<file path="src/sgp_consts.svh">
// Overview of operation
// - protect and unprotect use plain bus cycles with clear pin at high voltage.
// - host protects every unprotected group before the first unprotect write.
// - host waits 1 us after raising high voltage before the first write.
// - protect pulse writes 60h with bit six low, then waits 150 us.
// - protect verify writes 40h, reads back, expects 01h.
// - unprotect pulse 60h with bit six high, wait 1.5 ms, verify expects 00h.
// - host counts protect pulses per group, fails at 25 without a pass; each unprotect group pass restarts the count at 1.
`ifndef SGP_CONSTS_SVH
`define SGP_CONSTS_SVH
`define SGP_CLK_NS 4
`define SGP_HV_SETUP_NS 1000
`define SGP_HV_SETUP_CYC ((`SGP_HV_SETUP_NS + `SGP_CLK_NS - 1) / `SGP_CLK_NS)
`define SGP_PROT_US 150
`define SGP_PROT_CYC ((`SGP_PROT_US * 1000 + `SGP_CLK_NS - 1) / `SGP_CLK_NS)
`define SGP_UNPROT_NS 1500000
`define SGP_UNPROT_CYC ((`SGP_UNPROT_NS + `SGP_CLK_NS - 1) / `SGP_CLK_NS)
`define SGP_BUS_CYC 25
`define SGP_MAX_PULSES 25
`define SGP_CMD_PULSE 8'h60
`define SGP_CMD_VERIFY 8'h40
`define SGP_CMD_RESET 8'hf0
`define SGP_RD_PROT 8'h01
`define SGP_RD_UNPROT 8'h00
`define SGP_LOW_PAT 7'h02
`define SGP_ADDR_BIT_SIX 6
`define SGP_TOP_GROUPS 9
`define SGP_BOT_GROUPS 9
`endif

</file>
<file path="src/sgp_pkg.sv">
package sgp_pkg;
  typedef enum logic [1:0] {SGP_OP_PROTECT, SGP_OP_UNPROTECT, SGP_OP_TEMP} sgp_op_e;
  typedef enum logic [1:0] {SGP_CYC_IDLE, SGP_CYC_WRITE, SGP_CYC_READ} sgp_cyc_e;
endpackage

</file>
<file path="src/sgp_host_ctrl.sv">
`timescale 1ns/1ps
`include "sgp_consts.svh"
module sgp_host_ctrl
  import sgp_pkg::*;
#(
  parameter int HV_SETUP_CYC = `SGP_HV_SETUP_CYC,
  parameter int PROT_CYC = `SGP_PROT_CYC,
  parameter int UNPROT_CYC = `SGP_UNPROT_CYC,
  parameter int MAX_PULSES = `SGP_MAX_PULSES,
  parameter int BUS_CYC = `SGP_BUS_CYC
) (
  // clock and reset
  input wire logic sys_clk,
  input wire logic arst_n,
  // user command
  input wire logic cmdStart,
  input wire logic [1:0] cmdOp,
  input wire logic topBoot,
  input wire logic [8:0] groupMask,
  input wire logic tempDone,
  output logic busy,
  output logic cmdDone,
  output logic cmdFail,
  output logic [3:0] failGroup,
  output logic tempActive,
  // flash pins
  output logic highVoltageLevel,
  output logic flashCe_n,
  output logic flashOe_n,
  output logic flashWe_n,
  output logic [19:0] flashAddr,
  output logic [7:0] flashDqOut,
  output logic flashDqOe,
  input wire logic [7:0] flashDqIn
);
  typedef enum logic [3:0] {
    S_IDLE, S_HV, S_NEXT, S_PULSE, S_WAIT, S_VFY, S_READ, S_CHECK, S_TEMP,
    S_DROP, S_RESET, S_END
  } sgp_st_e;

  sgp_st_e st_reg, st_next;
  sgp_op_e op_reg, op_next;
  logic [31:0] tmr_reg, tmr_next;
  logic [4:0] pulseCounter_reg, pulseCounter_next;
  logic [3:0] grp_reg, grp_next;
  logic [8:0] mask_reg, mask_next;
  logic top_reg, top_next;
  logic hv_reg, hv_next;
  logic done_reg, done_next;
  logic fail_reg, fail_next;
  logic [3:0] fgrp_reg, fgrp_next;
  logic busStart, busRead, busDone;
  logic [7:0] busWr, busRd;
  logic [19:0] busAddr;
  logic [6:0] grpBits;

  // group base address bits 18..12 for each coded group
  function automatic logic [6:0] group_bits(input logic top, input logic [3:0] g);
    logic [6:0] r;
    r = 7'h00;
    if (top) begin
      case (g)
        4'd0: r = 7'h00;
        4'd1: r = 7'h20;
        4'd2: r = 7'h40;
        4'd3: r = 7'h60;
        4'd4: r = 7'h70;
        4'd5: r = 7'h78;
        4'd6: r = 7'h7c;
        4'd7: r = 7'h7d;
        default: r = 7'h7e;
      endcase
    end else begin
      case (g)
        4'd0: r = 7'h00;
        4'd1: r = 7'h02;
        4'd2: r = 7'h03;
        4'd3: r = 7'h04;
        4'd4: r = 7'h08;
        4'd5: r = 7'h10;
        4'd6: r = 7'h20;
        4'd7: r = 7'h40;
        default: r = 7'h60;
      endcase
    end
    return r;
  endfunction

  assign grpBits = group_bits(top_reg, grp_reg);
  // byte-mode address: bits 18..12 group, bit six selects unprotect, low pattern
  always_comb begin
    busAddr = {1'b0, grpBits, 12'h000};
    busAddr[6:0] = `SGP_LOW_PAT;
    busAddr[`SGP_ADDR_BIT_SIX] = (op_reg == SGP_OP_UNPROTECT);
    if (st_reg == S_RESET) begin
      busAddr = 20'h00000;
    end
  end
  assign busRead = (st_reg == S_READ);
  assign busWr = (st_reg == S_PULSE) ? `SGP_CMD_PULSE :
                 (st_reg == S_VFY) ? `SGP_CMD_VERIFY : `SGP_CMD_RESET;

  always_comb begin
    st_next = st_reg;
    op_next = op_reg;
    tmr_next = tmr_reg;
    pulseCounter_next = pulseCounter_reg;
    grp_next = grp_reg;
    mask_next = mask_reg;
    top_next = top_reg;
    hv_next = hv_reg;
    done_next = 1'b0;
    fail_next = fail_reg;
    fgrp_next = fgrp_reg;
    busStart = 1'b0;
    case (st_reg)
      S_IDLE: begin
        if (cmdStart) begin
          op_next = sgp_op_e'(cmdOp);
          top_next = topBoot;
          // unprotect first protects every group
          mask_next = (cmdOp == 2'(SGP_OP_PROTECT)) ? groupMask : 9'h1ff;
          fail_next = 1'b0;
          grp_next = 4'd0;
          hv_next = 1'b1;
          tmr_next = 32'd0;
          st_next = (cmdOp == 2'(SGP_OP_TEMP)) ? S_TEMP : S_HV;
          if (cmdOp == 2'(SGP_OP_UNPROTECT)) begin
            op_next = SGP_OP_PROTECT;
          end
          unique0 case (cmdOp)
            2'(SGP_OP_UNPROTECT): fgrp_next = 4'hf;
            default: fgrp_next = 4'h0;
          endcase
        end
      end
      S_HV: begin
        tmr_next = tmr_reg + 32'd1;
        if (tmr_reg >= 32'(HV_SETUP_CYC - 1)) begin
          st_next = S_NEXT;
        end
      end
      S_NEXT: begin
        // unprotect retries come back here and must keep their count
        if (op_reg == SGP_OP_PROTECT) begin
          pulseCounter_next = 5'd1;
        end
        if (grp_reg == 4'(`SGP_TOP_GROUPS)) begin
          if (op_reg == SGP_OP_PROTECT && fgrp_reg == 4'hf) begin
            op_next = SGP_OP_UNPROTECT;
            fgrp_next = 4'h0;
            grp_next = 4'd0;
          end else begin
            st_next = S_DROP;
          end
        end else if (!mask_reg[grp_reg] && op_reg == SGP_OP_PROTECT) begin
          grp_next = grp_reg + 4'd1;
        end else if (op_reg == SGP_OP_UNPROTECT && grp_reg != 4'd0) begin
          st_next = S_VFY; // unprotect pulse covers all; verify each group
        end else begin
          st_next = S_PULSE;
        end
      end
      S_PULSE: begin
        busStart = !busDone;
        if (busDone) begin
          tmr_next = 32'd0;
          st_next = S_WAIT;
        end
      end
      S_WAIT: begin
        tmr_next = tmr_reg + 32'd1;
        if ((op_reg == SGP_OP_PROTECT && tmr_reg >= 32'(PROT_CYC - 1)) ||
            (op_reg == SGP_OP_UNPROTECT && tmr_reg >= 32'(UNPROT_CYC - 1))) begin
          st_next = S_VFY;
        end
      end
      S_VFY: begin
        busStart = !busDone;
        if (busDone) begin
          st_next = S_READ;
        end
      end
      S_READ: begin
        busStart = !busDone;
        if (busDone) begin
          st_next = S_CHECK;
        end
      end
      S_CHECK: begin
        if ((op_reg == SGP_OP_PROTECT && busRd == `SGP_RD_PROT) ||
            (op_reg == SGP_OP_UNPROTECT && busRd == `SGP_RD_UNPROT)) begin
          grp_next = grp_reg + 4'd1;
          st_next = S_NEXT;
          if (op_reg == SGP_OP_UNPROTECT) begin
            pulseCounter_next = 5'd1;
          end
        end else if (pulseCounter_reg >= 5'(MAX_PULSES)) begin
          fail_next = 1'b1;
          fgrp_next = grp_reg;
          st_next = S_DROP;
        end else begin
          pulseCounter_next = pulseCounter_reg + 5'd1;
          st_next = (op_reg == SGP_OP_UNPROTECT) ? S_NEXT : S_PULSE;
          if (op_reg == SGP_OP_UNPROTECT) begin
            grp_next = 4'd0;
          end
        end
      end
      S_TEMP: begin
        if (tempDone) begin
          hv_next = 1'b0;
          st_next = S_END;
        end
      end
      S_DROP: begin
        hv_next = 1'b0;
        st_next = S_RESET;
      end
      S_RESET: begin
        busStart = !busDone;
        if (busDone) begin
          st_next = S_END;
        end
      end
      default: begin
        done_next = 1'b1;
        st_next = S_IDLE;
      end
    endcase
  end

  always_ff @(posedge sys_clk or negedge arst_n) begin
    if (!arst_n) begin
      st_reg <= S_IDLE;
      op_reg <= SGP_OP_PROTECT;
      tmr_reg <= 32'd0;
      pulseCounter_reg <= 5'd1;
      grp_reg <= 4'd0;
      mask_reg <= 9'h000;
      top_reg <= 1'b0;
      hv_reg <= 1'b0;
      done_reg <= 1'b0;
      fail_reg <= 1'b0;
      fgrp_reg <= 4'h0;
    end else begin
      st_reg <= st_next;
      op_reg <= op_next;
      tmr_reg <= tmr_next;
      pulseCounter_reg <= pulseCounter_next;
      grp_reg <= grp_next;
      mask_reg <= mask_next;
      top_reg <= top_next;
      hv_reg <= hv_next;
      done_reg <= done_next;
      fail_reg <= fail_next;
      fgrp_reg <= fgrp_next;
    end
  end

  sgp_bus_cycle #(.CYC(BUS_CYC)) u_bus (
    .sys_clk(sys_clk),
    .arst_n(arst_n),
    .start(busStart),
    .isRead(busRead),
    .addrIn(busAddr),
    .dataIn(busWr),
    .done(busDone),
    .rdData(busRd),
    .flashCe_n(flashCe_n),
    .flashOe_n(flashOe_n),
    .flashWe_n(flashWe_n),
    .flashAddr(flashAddr),
    .flashDqOut(flashDqOut),
    .flashDqOe(flashDqOe),
    .flashDqIn(flashDqIn)
  );

  assign busy = (st_reg != S_IDLE);
  assign cmdDone = done_reg;
  assign cmdFail = fail_reg;
  assign failGroup = fgrp_reg;
  assign tempActive = (st_reg == S_TEMP);
  assign highVoltageLevel = hv_reg;
endmodule

</file>
<file path="src/sgp_bus_cycle.sv">
`timescale 1ns/1ps
`include "sgp_consts.svh"
module sgp_bus_cycle
  import sgp_pkg::*;
#(
  parameter int CYC = `SGP_BUS_CYC
) (
  // clock and reset
  input wire logic sys_clk,
  input wire logic arst_n,
  // request
  input wire logic start,
  input wire logic isRead,
  input wire logic [19:0] addrIn,
  input wire logic [7:0] dataIn,
  output logic done,
  output logic [7:0] rdData,
  // flash pins
  output logic flashCe_n,
  output logic flashOe_n,
  output logic flashWe_n,
  output logic [19:0] flashAddr,
  output logic [7:0] flashDqOut,
  output logic flashDqOe,
  input wire logic [7:0] flashDqIn
);
  sgp_cyc_e st_reg, st_next;
  logic [7:0] cnt_reg, cnt_next;
  logic [19:0] addr_reg, addr_next;
  logic [7:0] wd_reg, wd_next;
  logic [7:0] rd_reg, rd_next;
  logic done_reg, done_next;

  always_comb begin
    st_next = st_reg;
    cnt_next = cnt_reg;
    addr_next = addr_reg;
    wd_next = wd_reg;
    rd_next = rd_reg;
    done_next = 1'b0;
    case (st_reg)
      SGP_CYC_IDLE: begin
        if (start) begin
          st_next = isRead ? SGP_CYC_READ : SGP_CYC_WRITE;
          cnt_next = 8'h00;
          addr_next = addrIn;
          wd_next = dataIn;
        end
      end
      default: begin
        cnt_next = cnt_reg + 8'h01;
        if (cnt_reg == 8'(CYC - 1)) begin
          if (st_reg == SGP_CYC_READ) begin
            rd_next = flashDqIn;
          end
          done_next = 1'b1;
          st_next = SGP_CYC_IDLE;
        end
      end
    endcase
  end

  always_ff @(posedge sys_clk or negedge arst_n) begin
    if (!arst_n) begin
      st_reg <= SGP_CYC_IDLE;
      cnt_reg <= 8'h00;
      addr_reg <= 20'h00000;
      wd_reg <= 8'h00;
      rd_reg <= 8'h00;
      done_reg <= 1'b0;
    end else begin
      st_reg <= st_next;
      cnt_reg <= cnt_next;
      addr_reg <= addr_next;
      wd_reg <= wd_next;
      rd_reg <= rd_next;
      done_reg <= done_next;
    end
  end

  // write strobe sits inside the cycle with setup and hold margin; read strobe runs to the cycle end
  assign done = done_reg;
  assign rdData = rd_reg;
  assign flashCe_n = (st_reg == SGP_CYC_IDLE);
  assign flashOe_n = !(st_reg == SGP_CYC_READ && cnt_reg >= 8'h02);
  assign flashWe_n = !(st_reg == SGP_CYC_WRITE && cnt_reg >= 8'h02 &&
                       cnt_reg < 8'(CYC - 2));
  assign flashAddr = addr_reg;
  assign flashDqOut = wd_reg;
  assign flashDqOe = (st_reg == SGP_CYC_WRITE);
endmodule

</file>
<file path="config.mk">
export PLATFORM = sky130hd
export DESIGN_NAME = sgp_host_ctrl
export DESIGN_NICKNAME = d
export VERILOG_FILES = /design/src/sgp_pkg.sv /design/src/sgp_host_ctrl.sv /design/src/sgp_bus_cycle.sv
export VERILOG_INCLUDE_DIRS = /design/src
export SDC_FILE = /design/constraint.sdc
export NUM_CORES = 1
export LEC_CHECK = 0
export ABC_AREA = 1
export BUFFER_PORTS_ARGS = -buffer_cell sky130_fd_sc_hd__buf_2
export CORE_MARGIN = 2
export CORE_UTILIZATION = 64
export CTS_CLUSTER_DIAMETER = 50
export DETAILED_ROUTE_END_ITERATION = 8
export GPL_TIMING_DRIVEN = 1
export PLACE_DENSITY = 0.93
export SYNTH_ARGS = -nofsm -noshare
export SYNTH_HDL_FRONTEND = slang
export SYNTH_SLANG_ARGS = --single-unit
</file>
<file path="constraint.sdc">
create_clock -name sys_clk -period 5.1 [get_ports sys_clk]
set_input_delay 0 -clock sys_clk [delete_from_list [all_inputs] [get_ports sys_clk]]
set_output_delay 0 -clock sys_clk [all_outputs]
set_load 0.03 [all_outputs]
</file>
==> results of run 1 <==
==> cell families after synthesis <==
group / synth area share
simple gates: 0.312
buf+inv: 0.0980
compound gates: 0.119
flops: 0.403
xor+xnor: 0.0356
fa+ha+maj: 0.0318
other cells: 0.000636
==> metrics by stage <==
stage               instance area, µm²  instances
finish                            6590        999
global route                      6590        999
CTS                               6590        999
detailed placement                6180        962
global placement                  6180        962
floorplan                         5950        826
==> worst reg2reg max path, cell delays in order, from the launching register on <==
cell	delay (ps)
dfrtp_1	420
inv_2	90
nand2_2	120
nor2_2	180
inv_1	70
o21ai_0	110
nand3b_2	180
inv_1	660
nand2_1	270
o21ai_0	170
a21oi_1	70
==> power by group through the flow <==
stage,registers [µW],logic [µW],clock network (µW)
6_report,1080,1380,516
5_1_grt,1100,1530,551
4_1_cts,1080,1370,516
3_5_place_dp,1090,1340,0
3_3_place_gp,1080,1310,0
2_1_floorplan,1150,950,0
==> final cells by class <==
cell class / count / area [µm²] / area share
tap: 111 / 139 / 0.0211
clock buffer: 11 / 141 / 0.0215
sequential: 95 / 2380 / 0.361
timing repair buffer: 72 / 473 / 0.0718
multi-input combinational: 597 / 3000 / 0.454
inverter: 108 / 405 / 0.0615
clock inverter: 5 / 58.8 / 0.00892
==> layer usage <==
layer  track usage  up-vias  routed length, µm
li1              -     2750                  -
met1         0.416     2614               6290
met2         0.509      266               7050
met3        0.0599       45               1100
met4         0.111        0                388
met5             0        -                  0
==> worst paths after layout <==
| kind | depth (start not counted) | end | slack (ps) |
|---|---|---|---|
| min reg2reg | 1 | u_bus.flashDqOut[6]$_DFFE_PN0P_ | 470 |
| max reg2reg | 10 | tmr_reg[13]$_DFFE_PN0P_ | 2660 |
| max in group asynchronous | 3 | u_bus.rdData[7]$_DFFE_PN0P_ | 3860 |
| min in group sys_clk | 5 | mask_reg[7]$_DFFE_PN0P_ | 190 |
| min | 2 | mask_reg[5]$_DFFE_PN0P_ | 80 |
| max | 10 | tmr_reg[13]$_DFFE_PN0P_ | 2660 |
==> placed cells by master, fill, tap and decap left out, types with 3 or more instances in the layout <==
cell / n
nor3_1: 27
conb_1: 15
nor2_1: 83
clkbuf_8: 10
dfrtp_1: 94
o211ai_1: 4
o21ai_0: 59
dlygate4sd3_1: 21
o22ai_1: 22
o21ai_1: 4
buf_2: 48
nor2_4: 5
nand4_1: 14
a21oi_1: 19
nor2_2: 6
nand2_1: 213
ha_1: 15
xor2_1: 23
nand2_2: 10
nand3_1: 54
buf_4: 3
inv_2: 10
inv_1: 98
==> what timing repair did <==
action | CTS | global route
buffers inserted | 0 | 0
endpoints found under the hold margin | 49 | 0
hold buffers | 21 | 0
gates resized for setup | 0 | 0
==> out/qor.csv, run 1 <==
metric;value;unit
status;finished, final reports clean;
part of the power in combinational logic;0.464;
initial antenna violation count;0;
Critical Path End Type;flip-flop;
number of clock buffers inserted by TritonCTS;9;
normalized max-slew margin;0.438;
# fillers;737;
leakage power of the design;0.00321;µW
combined buffer and inverter count along the critical path;3;
synth-to-layout area growth;11.7;%
Main synth FF type;dfrtp_1;
warnings from Yosys;0;
dominant cell by count in the synthesized netlist;nand2_1;
fraction of power consumed by sequential logic;0.363;
row count;35;
clock tree from TritonCTS;yes;
peak per-stage delay on the critical path;650;ps
Core Area;9110;µm²
worst path required time;5340;ps
cell area power density;452;nW/µm²
power consumption;2980;µW
clock share of power;0.173;
worst hold slack;78.1;ps
Global Route Usage Sum;0.311;
cell breakdown of the critical path;inv_2 -> nand2_2 -> nor2_2 -> inv_1 -> o21ai_0 -> nand3b_2 -> inv_1 -> nand2_1 -> o21ai_0 -> a21oi_1;
effective utilization at floorplan;0.648;
count of maximum capacitance violations;0;
class of the tightest hold or removal check;input port to async pin;
drt pass-1 iters;5;
maximum fanout count along the critical path;26;
width of the die;100;µm
estimated wirelength of the detail-placed design;10600;µm
overall overflow remaining after global route;0;
unrepaired setup endpoints after global routing;no;
Via Count;5675;
count of unique library cells instantiated by Yosys;42;
DIE AREA;10000;µm²
number of buffers on the longest clock path;2;
critical path launch point type;flip-flop;
vertical extent of the die;100;µm
cell taking the most area after synthesis;dfrtp_1;
gp weighted congestion;0.988;
share of cells above drive strength 1;0.119;
internal power contribution;1570;µW
number of instances in the synthesized netlist;812;
Avg Cell Area, Syn;7.27;µm²
start-to-end type of the worst setup path;flip-flop to flip-flop;
Sink Count;95;
count of pins over their slew limit;0;
Core Util, Final;0.724;
leading cell types by total area after synthesis;dfrtp_1 (40%), nand2_1 (14%), inv_1 (6.2%);
fraction of the yosys area taken by sequential cells;0.403;
DR vias/cell;5.68;
EDFF count, synth;0;
async set or reset register ratio after synthesis;1.00;
worst setup skew after layout;13.5;ps
worst path setup slack after routing;2660;ps
number of hold-slack violations in the final timing report;0;
Clock Pin Slew Worst Setup and Hold Paths;90;ps
Worst Tran Pin Value;841;ps
count of H-tree levels built during CTS;3;
Skew-Pair Late Insertion Delay;370;ps
max frequency;0.410;GHz
fraction of synthesized cell area taken by the top area cell type;0.399;
DRC marker count from the first detailed-route iteration;406;
startpoint of the worst register-to-register path;st_reg[3]$_DFFE_PN0P_;
# port buffers;49;
top cells by count, synth;nand2_1 (213), inv_1 (98), dfrtp_1 (94);
family of cells with the greatest summed delay on the critical path;buffers and inverters;
Post-Syn Area;5900;µm²
final-report setup violation count;0;
root buf cell;clkbuf_8;
source of the critical timing path;st_reg[3]$_DFFE_PN0P_;
via count of the first global-routing pass;5247;
power dissipated by switching net loads;1410;µW
wire length of the first global-routing pass;24800;µm
detailed-route wire length per cell;14.8;µm
count of nets left with antenna violations after detail routing;0;
arrival time at the worst endpoint;2680;ps
Setup TNS Final;0;ps
Worst Setup Slack post-DPL;2720;ps
Post-layout nets;922;
Switching Fraction;0.474;
remaining routing DRC violations;0;
peak supply drop;0.334;mV
number of antenna diodes;0;
share of the cycle needed by the critical path after routing;0.478;
worst-path cell with the longest stage delay;inv_1;
maximum number of pins on one net before global-route repair;67;
number of flip-flops and latches in the synthesized netlist;95;
minimum clock period after layout;2440;ps
max FFs per register;32;
total detailed-routing wirelength;14800;µm
number of ports placed on the die boundary;65;
No activity file was read; power rests on OpenSTA's default activity.
==> run 2, diff against run 1 <==
--- a/config.mk
+++ b/config.mk
@@ -9,11 +9,11 @@
 export ABC_AREA = 1
 export BUFFER_PORTS_ARGS = -buffer_cell sky130_fd_sc_hd__buf_2
 export CORE_MARGIN = 2
-export CORE_UTILIZATION = 64
+export CORE_UTILIZATION = 54
 export CTS_CLUSTER_DIAMETER = 50
 export DETAILED_ROUTE_END_ITERATION = 8
 export GPL_TIMING_DRIVEN = 1
-export PLACE_DENSITY = 0.93
+export PLACE_DENSITY = 0.84
 export SYNTH_ARGS = -nofsm -noshare
 export SYNTH_HDL_FRONTEND = slang
 export SYNTH_SLANG_ARGS = --single-unit
==> constraint.sdc (replaced) <==
create_clock -name sys_clk -period 2.05 [get_ports sys_clk]
set_input_delay 0 -clock sys_clk [delete_from_list [all_inputs] [get_ports sys_clk]]
set_output_delay 0 -clock sys_clk [all_outputs]
set_load 0.03 [all_outputs]
==> out/qor.csv, run 2 (synthesis results as in run 1) <==
metric;value;unit
status;finished, final reports clean;
gp weighted congestion;1.03;
via count of the first global-routing pass;5166;
number of antenna diodes;0;
power dissipated by switching net loads;3470;µW
register-to-register setup slack;210;ps
number of hold-slack violations in the final timing report;0;
Skew-Pair Late Insertion Delay;380;ps
fraction of power consumed by sequential logic;0.348;
count of maximum capacitance violations;0;
Core Area;10700;µm²
count of H-tree levels built during CTS;3;
detailed-route wire length per cell;14.1;µm
count of nets left with antenna violations after detail routing;0;
number of buffers on the longest clock path;2;
Global Route Usage Sum;0.266;
commonest cells after routing, fill and taps aside;nand2_1 (212), inv_1 (98), dfrtp_1 (92), nor2_1 (83), o21ai_0 (59);
sum of met2 wire segment lengths after detailed routing;6670;µm
Sink Count;95;
cell breakdown of the critical path;inv_1 -> ha_1 -> nand3_1 -> nor2_1 -> nand2_1 -> nand3_1 -> nor2_2 -> nand2_2 -> nor2_4 -> nand2_2 -> nand2_1 -> nand2_1;
root buf cell;clkbuf_8;
Top cell by count, worst path;nand2_1;
unrepaired setup endpoints after global routing;no;
number of ports placed on the die boundary;65;
critical path launch point type;flip-flop;
normalized max-slew margin;0.664;
cell area power density;1140;nW/µm²
clock share of power;0.193;
clock tree from TritonCTS;yes;
internal power contribution;4200;µW
worst setup skew after layout;12.3;ps
max FFs per register;32;
number of clock buffers inserted by TritonCTS;9;
most common library cell in the layout ignoring fill and taps;nand2_1;
DRC marker count from the first detailed-route iteration;496;
initial antenna violation count;0;
peak supply drop;0.730;mV
uppermost layer routed;met4;
Post-layout nets;931;
DIE AREA;11800;µm²
worst-path cell with the longest stage delay;dfrtp_2;
family of cells with the greatest summed delay on the critical path;simple AND/OR/NAND/NOR gates;
Switching Fraction;0.453;
# port buffers;49;
max frequency;0.542;GHz
wire length of the first global-routing pass;24600;µm
effective utilization at floorplan;0.549;
start-to-end type of the worst setup path;flip-flop to flip-flop;
startpoint of the worst register-to-register path;grp_reg[1]$_DFFE_PN0P_;
part of the power in combinational logic;0.459;
row count;38;
final-report setup violation count;0;
width of the die;109;µm
share of cells above drive strength 1;0.133;
minimum clock period after layout;1840;ps
arrival time at the worst endpoint;2110;ps
estimated wirelength of the detail-placed design;10900;µm
DR vias/cell;5.40;
class of the tightest hold or removal check;input port to async pin;
synth-to-layout area growth;14.5;%
vertical extent of the die;109;µm
worst path required time;2320;ps
Clock Pin Slew Worst Setup and Hold Paths;90;ps
power consumption;7670;µW
routed wl met3;998;µm
Critical Path End Type;flip-flop;
Setup TNS Final;0;ps
metal1 wirelength;6640;µm
total detailed-routing wirelength;14600;µm
maximum fanout count along the critical path;8;
overall overflow remaining after global route;0;
peak per-stage delay on the critical path;440;ps
leakage power of the design;0.00328;µW
Worst Tran Pin Value;502;ps
maximum number of pins on one net before global-route repair;66;
count of pins over their slew limit;0;
remaining routing DRC violations;0;
drt pass-1 iters;5;
combined buffer and inverter count along the critical path;1;
share of the cycle needed by the critical path after routing;0.900;
R2R cell count;12;
endpoint of the worst register-to-register path;st_reg[3]$_DFFE_PN0P_;
Via Count;5600;
## run 2: cell count changes in the layout (fill, tap and decap cells not counted), sizes merged
cell,change
clkbuf,-1
buf,+9
clkinv,+1
bufinv,+2
clkinvlp,-2
## run 2: power by group through the flow
stage	clock network, µW	logic (µW)	registers, µW
4_1_cts	1500	3500	2660
3_5_place_dp	0	3460	2690
3_3_place_gp	0	3390	2680
5_1_grt	1570	3930	2730
6_report	1480	3520	2670
2_1_floorplan	0	2360	2850
## run 2: repair_timing
item	CTS	global route
resized for setup	0	4
hold buffers	21	0
buffers inserted	0	0
hold endpoints to repair	97	0
endpoints found under the setup margin	0	14
## run 2: layout make-up
| cell class | instances | area, µm² |
|---|---|---|
| fillers | 962 | 3990 |
| multi-input cells | 597 | 3000 |
| flip-flops and latches | 95 | 2380 |
| repair buffers | 81 | 553 |
| inverters | 108 | 405 |
| well taps | 140 | 175 |
| clock buffers | 10 | 128 |
| clock inverters | 6 | 109 |
## run 2: worst max path at each step
stage,from,end,slack (ps),cells after the start
2_1_floorplan,u_bus.st_reg[1]$_DFFE_PN0P_,u_bus.flashAddr[14]$_DFFE_PN0P_,140,7
3_3_place_gp,grp_reg[1]$_DFFE_PN0P_,st_reg[0]$_DFFE_PN0P_,220,12
3_5_place_dp,grp_reg[1]$_DFFE_PN0P_,st_reg[3]$_DFFE_PN0P_,170,12
4_1_cts,grp_reg[1]$_DFFE_PN0P_,st_reg[3]$_DFFE_PN0P_,160,12
5_1_grt,grp_reg[1]$_DFFE_PN0P_,st_reg[3]$_DFFE_PN0P_,7,12
6_report,grp_reg[1]$_DFFE_PN0P_,st_reg[3]$_DFFE_PN0P_,210,12
## run 2: layer usage
layer  GRT usage  vias up
met2       0.411      226
met5           0        -
met1       0.376     2586
li1            -     2763
met3      0.0440       25
met4      0.0998        0
## run 2: worst register-to-register path, cell delays in order, from the launching register on
cell and delay [ps]:
dfrtp_2 440, inv_1 150, ha_1 230, nand3_1 150, nor2_1 90, nand2_1 70, nand3_1 80, nor2_2 130
nand2_2 60, nor2_4 130, nand2_2 90, nand2_1 70, nand2_1 50
## run 2: through the flow
step                worst slack, ps   util  cells  hold WS, ps  cell area (µm²)
floorplan                       143      -    826         -296             5950
global placement                217  0.586   1000        -41.1             6300
detailed placement              173  0.586   1000        -36.4             6300
CTS                             157  0.628   1037         98.5             6740
global route                   6.74  0.629   1037          139             6750
finish                          205  0.629   1037         84.9             6750
